===== src/fsc_regs.vh =====
// Constants for the fieldbus slave state control block.
// Assumes inclusion by fsc_state_ctrl.v, the checker and the testbench.
`ifndef FSC_REGS_VH
`define FSC_REGS_VH
// State codes
`define FSC_ST_INIT 4'h1
`define FSC_ST_PREOP 4'h2
`define FSC_ST_BOOT 4'h3
`define FSC_ST_SAFEOP 4'h4
`define FSC_ST_OP 4'h8
// Frame check
`define FSC_CRC_INIT 32'hFFFF_FFFF
`define FSC_CRC_POLY 32'hEDB8_8320
`define FSC_CRC_RESIDUE 32'hDEBB_20E3
// Process data per frame, bytes
`define FSC_PD_MAX_BYTES 11'h5CE
// Local time step per clock, ns
`define FSC_CLK_PERIOD_NS 8
`define FSC_TIME_STEP 64'h0000_0000_0000_0008
`endif


===== src/fsc_state_ctrl.v =====
// Slave-side state control, frame check, segment error counts, logical mapping.
// Assumes one 125 MHz clock; master commands and frame bytes arrive on i_clk.
`timescale 1ns/1ns
`default_nettype none
`include "fsc_regs.vh"

module fsc_state_ctrl
#(
   parameter NSEG = 4,
   parameter SEGW = 2,
   parameter CNTW = 8
)
(
   // Clock and reset
   input wire i_clk,
   input wire i_reset,
   // State request from master
   input wire i_req_valid,
   input wire [3:0] i_req_state,
   input wire i_mbx_cfg_ok,
   input wire i_pd_cfg_ok,
   input wire i_out_data_valid,
   // Frame byte stream
   input wire i_rx_valid,
   input wire i_rx_sof,
   input wire i_rx_eof,
   input wire [7:0] i_rx_data,
   input wire [SEGW-1:0] i_rx_seg,
   input wire i_rx_udp,
   input wire i_first_station,
   // Sub-telegram
   input wire i_sub_valid,
   input wire i_sub_write,
   input wire [31:0] i_sub_laddr,
   input wire [10:0] i_sub_len,
   input wire [31:0] i_map_start,
   input wire [31:0] i_map_len,
   // Counter readout
   input wire [SEGW-1:0] i_cnt_sel,
   input wire i_cnt_clear,
   // Measurement strobe pin
   input wire i_meas_pin,
   // State outputs
   output reg [3:0] o_state,
   output reg o_req_reject,
   output reg o_mbx_enable,
   output reg o_foe_only,
   output reg o_pd_in_enable,
   output reg o_pd_out_enable,
   output reg o_outputs_safe,
   output reg o_copy_inputs,
   // Frame results
   output reg o_crc_ok,
   output reg o_crc_err,
   output reg o_strip_udp,
   output reg [CNTW-1:0] o_cnt_value,
   // Sub-telegram results
   output reg o_sub_hit,
   output reg o_sub_denied,
   output reg o_sub_too_long,
   output reg [31:0] o_sub_offset,
   // Time stamp
   output reg [63:0] o_local_time,
   output reg [63:0] o_meas_time,
   output reg o_meas_valid
);

   // ==========================================================
   // Functions
   // ==========================================================
   function [31:0] crc_byte;
      input [31:0] c;
      input [7:0] d;
      integer k;
      reg [31:0] r;
      begin
         r = c ^ {24'h00_0000, d};
         for (k = 0; k < 8; k = k + 1)
         begin
            r = r[0] ? ((r >> 1) ^ `FSC_CRC_POLY) : (r >> 1);
         end
         crc_byte = r;
      end
   endfunction

   function legal_step;
      input [3:0] cur;
      input [3:0] req;
      begin
         case (cur)
            `FSC_ST_INIT:
               legal_step = (req == `FSC_ST_PREOP) || (req == `FSC_ST_BOOT);
            `FSC_ST_PREOP:
               legal_step = (req == `FSC_ST_INIT) || (req == `FSC_ST_SAFEOP);
            `FSC_ST_SAFEOP:
               legal_step = (req == `FSC_ST_INIT) || (req == `FSC_ST_PREOP)
                  || (req == `FSC_ST_OP);
            `FSC_ST_OP:
               legal_step = (req == `FSC_ST_INIT) || (req == `FSC_ST_PREOP)
                  || (req == `FSC_ST_SAFEOP);
            `FSC_ST_BOOT:
               legal_step = (req == `FSC_ST_INIT);
            default:
               legal_step = 1'b0;
         endcase
      end
   endfunction

   // ==========================================================
   // Slave state machine
   // ==========================================================
   reg [3:0] state_reg;
   reg [3:0] state_next;
   reg reject_next;
   reg guard_ok;

   always @*
   begin
      state_next = state_reg;
      reject_next = 1'b0;
      guard_ok = 1'b1;
      case (i_req_state)
         `FSC_ST_PREOP:
            guard_ok = (state_reg != `FSC_ST_INIT) || i_mbx_cfg_ok;
         `FSC_ST_SAFEOP:
            guard_ok = (state_reg != `FSC_ST_PREOP) || i_pd_cfg_ok;
         `FSC_ST_OP:
            guard_ok = i_out_data_valid;
         default:
            guard_ok = 1'b1;
      endcase
      if (i_req_valid && (i_req_state != state_reg))
      begin
         if (legal_step(state_reg, i_req_state) && guard_ok)
            state_next = i_req_state;
         else
            reject_next = 1'b1;
      end
   end

   always @(posedge i_clk)
   begin
      if (i_reset)
      begin
         state_reg <= `FSC_ST_INIT;
         o_state <= `FSC_ST_INIT;
         o_req_reject <= 1'b0;
         o_mbx_enable <= 1'b0;
         o_foe_only <= 1'b0;
         o_pd_in_enable <= 1'b0;
         o_pd_out_enable <= 1'b0;
         o_outputs_safe <= 1'b1;
         o_copy_inputs <= 1'b0;
      end
      else
      begin
         state_reg <= state_next;
         o_state <= state_next;
         o_req_reject <= reject_next;
         // Mailbox in every state but Init; Boot limited to file access
         o_mbx_enable <= (state_next != `FSC_ST_INIT);
         o_foe_only <= (state_next == `FSC_ST_BOOT);
         o_pd_in_enable <= (state_next == `FSC_ST_SAFEOP)
            || (state_next == `FSC_ST_OP);
         o_pd_out_enable <= (state_next == `FSC_ST_OP);
         o_outputs_safe <= (state_next != `FSC_ST_OP);
         // Inputs copied in the same cycle SafeOp is first reported after PreOp
         o_copy_inputs <= (state_next == `FSC_ST_SAFEOP)
            && (state_reg == `FSC_ST_PREOP);
      end
   end

   // ==========================================================
   // Frame check and segment error counters
   // ==========================================================
   reg [31:0] crc_reg;
   reg [31:0] crc_next;
   reg [SEGW-1:0] seg_reg;
   reg [CNTW-1:0] err_cnt [0:NSEG-1];
   wire frame_bad;
   integer s;

   always @*
   begin
      crc_next = crc_reg;
      if (i_rx_valid)
      begin
         if (i_rx_sof)
            crc_next = crc_byte(`FSC_CRC_INIT, i_rx_data);
         else
            crc_next = crc_byte(crc_reg, i_rx_data);
      end
   end

   // FCS bytes included, so a clean frame leaves the fixed residue
   assign frame_bad = (crc_next != `FSC_CRC_RESIDUE);

   always @(posedge i_clk)
   begin
      if (i_reset)
      begin
         crc_reg <= `FSC_CRC_INIT;
         seg_reg <= {SEGW{1'b0}};
         o_crc_ok <= 1'b0;
         o_crc_err <= 1'b0;
         o_strip_udp <= 1'b0;
         o_cnt_value <= {CNTW{1'b0}};
         for (s = 0; s < NSEG; s = s + 1)
            err_cnt[s] <= {CNTW{1'b0}};
      end
      else
      begin
         crc_reg <= crc_next;
         if (i_rx_valid && i_rx_sof)
         begin
            seg_reg <= i_rx_seg;
            // Downstream stations see the bare frame
            o_strip_udp <= i_rx_udp && i_first_station;
         end
         o_crc_ok <= i_rx_valid && i_rx_eof && !frame_bad;
         o_crc_err <= i_rx_valid && i_rx_eof && frame_bad;
         // Counting wins over a clear in the same cycle
         for (s = 0; s < NSEG; s = s + 1)
         begin
            if (i_rx_valid && i_rx_eof && frame_bad
               && (s == (i_rx_sof ? i_rx_seg : seg_reg)))
            begin
               if (err_cnt[s] != {CNTW{1'b1}})
                  err_cnt[s] <= err_cnt[s] + 1'b1;
            end
            else if (i_cnt_clear && (s == i_cnt_sel))
               err_cnt[s] <= {CNTW{1'b0}};
         end
         o_cnt_value <= err_cnt[i_cnt_sel];
      end
   end

   // ==========================================================
   // Logical mapping of sub-telegrams
   // ==========================================================
   // 33-bit sums keep the 4 GB window from wrapping
   wire [32:0] sub_end;
   wire [32:0] map_end;
   wire sub_inside;
   wire sub_allowed;
   wire [10:0] pd_sum;
   reg [10:0] pd_total_reg;

   assign sub_end = {1'b0, i_sub_laddr} + {22'h00_0000, i_sub_len};
   assign map_end = {1'b0, i_map_start} + {1'b0, i_map_len};
   assign sub_inside = (i_sub_laddr >= i_map_start)
      && (sub_end <= map_end);
   assign sub_allowed = i_sub_write ? o_pd_out_enable : o_pd_in_enable;
   assign pd_sum = pd_total_reg + i_sub_len;

   always @(posedge i_clk)
   begin
      if (i_reset)
      begin
         pd_total_reg <= 11'h000;
         o_sub_hit <= 1'b0;
         o_sub_denied <= 1'b0;
         o_sub_too_long <= 1'b0;
         o_sub_offset <= 32'h0000_0000;
      end
      else
      begin
         if (i_rx_valid && i_rx_sof)
            pd_total_reg <= 11'h000;
         else if (i_sub_valid)
            pd_total_reg <= pd_sum;
         // Overflow of the running total also flags too long
         o_sub_too_long <= i_sub_valid
            && ((pd_sum > `FSC_PD_MAX_BYTES) || (pd_sum < pd_total_reg));
         o_sub_hit <= i_sub_valid && sub_inside && sub_allowed;
         o_sub_denied <= i_sub_valid && sub_inside && !sub_allowed;
         o_sub_offset <= i_sub_laddr - i_map_start;
      end
   end

   // ==========================================================
   // Local time and measurement stamp
   // ==========================================================
   reg meas_s1_reg;
   reg meas_s2_reg;
   reg meas_s3_reg;

   always @(posedge i_clk)
   begin
      if (i_reset)
      begin
         meas_s1_reg <= 1'b0;
         meas_s2_reg <= 1'b0;
         meas_s3_reg <= 1'b0;
         o_local_time <= 64'h0000_0000_0000_0000;
         o_meas_time <= 64'h0000_0000_0000_0000;
         o_meas_valid <= 1'b0;
      end
      else
      begin
         meas_s1_reg <= i_meas_pin;
         meas_s2_reg <= meas_s1_reg;
         meas_s3_reg <= meas_s2_reg;
         // 8 ns step beats the 10 ns target; sync delay is fixed, not jitter
         o_local_time <= o_local_time + `FSC_TIME_STEP;
         o_meas_valid <= meas_s2_reg && !meas_s3_reg;
         if (meas_s2_reg && !meas_s3_reg)
            o_meas_time <= o_local_time;
      end
   end

endmodule // fsc_state_ctrl
`default_nettype wire


===== config.mk =====
export PLATFORM = sky130hd
export DESIGN_NAME = fsc_state_ctrl
export DESIGN_NICKNAME = d
export VERILOG_FILES = /design/src/fsc_state_ctrl.v
export VERILOG_INCLUDE_DIRS = /design/src
export SDC_FILE = /design/constraint.sdc
export NUM_CORES = 1
export LEC_CHECK = 0
export BUFFER_PORTS_ARGS = -buffer_cell sky130_fd_sc_hd__buf_2
export CORE_MARGIN = 3
export CORE_UTILIZATION = 40
export DETAILED_ROUTE_END_ITERATION = 16
export GPL_ROUTABILITY_DRIVEN = 0
export PLACE_DENSITY = 0.62
export RECOVER_POWER = 50
export SYNTH_ARGS = -nofsm -noshare
export SYNTH_HDL_FRONTEND = slang
export SYNTH_SLANG_ARGS = --single-unit

===== constraint.sdc =====
create_clock -name i_clk -period 4.9 [get_ports i_clk]
set_input_delay 0.245 -clock i_clk [delete_from_list [all_inputs] [get_ports i_clk]]
set_output_delay 0.245 -clock i_clk [all_outputs]
set_load 0.05 [all_outputs]

==> impl_metrics.ini <==
[clocking]
cts_tree = yes
cts_sinks = 260
htreeDepth = 1
clockRootBuffer = clkbuf_16
clock_path_buffers = 3
path_clk_slew_ps = 50
clk_latency_ps = 590
cts-buffers-inserted = 31

[status]
violations = max-capacitance violations, max-slew violations
status = finished, violations left

[power_and_ir_drop]
clock_power_share_pct = 34.7
pwr_density_cell_nw_per_um2 = 334
power.internal_mw = 4.58
switchingPower_mw = 2.28
sequentialPowerShare_pct = 34.6
swShare_pct = 33.2
p_comb_share_pct = 30.7
power_mw = 6.85
ir_drop_mv = 0.274
leakage_nw = 8.53

[finish]
top_regs = o_local_time (61), o_meas_time (61)
nNetsFinal = 2619
drive_gt1_share_pct = 10.7
utilization_pct = 48.2
areaGrowthSynthToFinish_pct = 17.7

[global_route]
grt_usage_pct = 21.3
top_usage_layer = met2
antenna_found_initial = 10
grt_max_degree = 77
grtUsageMet1_pct = 27.2
use_met3_pct = 5.42
grt_pass1_vias = 15150
grt_use_met2_pct = 36.0
grt_first_pass_wirelength_mm = 81.1
gr-total-overflow = 0

[synth]
synth-main-ff-cell = dfxtp_1
yosysWarnings = 0
async_flop_share_pct = 0
syn_inst = 2043
synth_edf_count = 32
yosysTopAreaCell = dfxtp_1
synth_area_per_cell_um2 = 8.53
synth-seq-area-share_pct = 31.7
synth_area_um2 = 17400
yosysUniqueCellTypes = 86
yosysTopAreaCellShare_pct = 26.2
ys_ff_latch = 260
ys_top_cells_by_area = dfxtp_1, ha_1, xnor2_1

[routing]
wl_per_cell_um = 17.4
wl_mm = 51.4
detail-route-antenna-nets = 0
drtPass1Iterations = 5
drc_errors = 0
dr.first_iter.drc_count = 957
vias = 15736
via_per_inst = 5.33

[worst_setup_path]
crit_path_end_kind = register
cp_max_fo = 4
worstPathArrival_ps = 4970
path_class = in2reg
cp-start-kind = primary input
cp.required_ps = 5370

[floorplan]
die_h_um = 215
initial_core_util_pct = 41.0
die_x_um = 215
rows = 75
io_pins = 324
die_area_um2 = 46100
core_um2 = 42500

[sta]
tns_ps = 0
setup_violations = 0
rsz0062_at_grt = no
relSlewSlack_pct = -18.6
fin_crit_ps = 4500
fin_worst_hold_slack_ps = 22.2
hold_viol_final = 0
worst_pin_slew_ps = 1780
clock_skew_ps = 13.0
max_freq_ghz = 0.222
slew_viol_final = 140
fin_crit_sh_pct = 91.9

[run]
drv_cap = 3

[place]
io_buffers = 317
dpl.hpwl_mm = 39.8

[hold_path]
hold_path_class = in2reg
==> synthesized netlist by cell type, drive strengths merged (20+ instances only) <==
library cell,count
dfxtp,228
nand4,40
o21ai,60
xor2,119
ha,133
and2,20
nor3,29
clkbuf,56
a21oi,157
buf,36
a21o,47
and3,38
inv,87
nand3,59
xnor3,22
nand2,245
nor2b,29
edfxtp,32
xnor2,135
mux2i,24
nor2,198
nand2b,24
==> kinds of logic after synthesis <==
group | Yosys count | synth area share (%)
mux | 33 | 2.48
xor+xnor | 277 | 16.4
fa+ha+maj | 137 | 10.0
simple gates | 763 | 20.9
other cells | 1 | 0.0215
flops | 260 | 31.7
buf+inv | 181 | 4.31
compound gates | 391 | 14.2
==> critical path, cell delays in order <==
cell and delay, ps:
dlygate4sd3_1 530, buf_2 140, ha_1 310, a211oi_1 250
o21ai_0 200, o211ai_1 280, nand2_1 140, o41ai_1 590
o21bai_1 140, a21o_1 250, xnor2_1 140, ha_1 290
nand4_1 100, nor2_1 160, nand2_1 100, nor3_1 320
nand2_1 100, a311oi_1 260, o31ai_1 120, nand3_1 100
a21oi_1 90, o211a_1 120
==> layout by cell type (no fill, tap or decap), types with 10 or more instances in the layout <==
cell type  netlist  routed
buf_4            8      27
a31oi_1         13      13
a21o_1          47      47
nor2_1         198     198
xnor2_1        129     129
edfxtp_1        32      32
o21ai_0         58      58
o21bai_1        11      11
a211oi_1        11      11
nor4_1          12      12
xnor3_1         21      21
o21a_1          11      11
dfxtp_1        228     228
nor3_1          29      29
nor3b_1         12      12
nand2b_1        24      23
or3_1           16      16
and2_1          19      17
nor2b_1         29      28
inv_1           87      87
clkbuf_1        56     185
ha_1           133     133
clkbuf_16        0      32
o211ai_1        12      12
nand4_1         40      40
or4_1           11      11
mux2i_1         24      24
and3_1          38      38
buf_2           15     136
and4_1          10      10
nand3_1         59      59
xor2_1         117     117
a21oi_1        157     157
nand2_1        245     245
==> area by class of cell <==
cell class / count / area [um^2]
Fill cell: 4241 / 22000
Multi-Input combinational cell: 1607 / 11200
Sequential cell: 260 / 5530
Timing Repair Buffer: 355 / 1660
Clock buffer: 41 / 895
Tap cell: 577 / 722
Inverter: 89 / 334
Clock inverter: 17 / 173
Antenna cell: 5 / 12.5
==> path summary, 6_finish.rpt <==
kind / from / slack [ps] / cells past startpoint / end
max reg2reg: crc_reg[6] / 590 / 12 / err_cnt[2][0]
max: i_map_start[1] / 400 / 22 / o_sub_denied
min reg2reg: meas_s1_reg / 440 / 1 / meas_s2_reg
min: i_sub_write / 20 / 3 / o_sub_denied
==> power groups by stage <==
stage	Sequential (mW)	Clock (mW)	Combinational, mW
after floorplan	2.54	0	1.43
after global placement	2.41	0	2.06
after detailed placement	2.41	0	2.08
after CTS	2.37	2.45	2.10
after global routing	2.38	2.54	2.30
final	2.37	2.38	2.10
==> through the flow <==
stage                     setup WS [ps]  cells  area (um^2)
final                               395   2951        20500
after CTS                           241   2946        20700
after global routing               41.7   2948        20500
after floorplan                     841   2048        17400
after detailed placement           96.0   2879        19600
after global placement              298   2879        19600
==> routing by layer <==
metal	vias to the layer above	routed length (um)
met5	-	68
li1	7743	-
met3	86	3950
met4	8	1190
met2	505	23700
met1	7394	22400
==> what timing repair did <==
| action | in CTS | in global routing |
|---|---|---|
| buffers inserted | 0 | 0 |
| endpoints found under the setup margin | 0 | 2 |
| hold buffers | 9 | 0 |
| hold endpoints to repair | 17 | 0 |
| gates resized for setup | 0 | 2 |
Power figures use the tool's default switching activity.
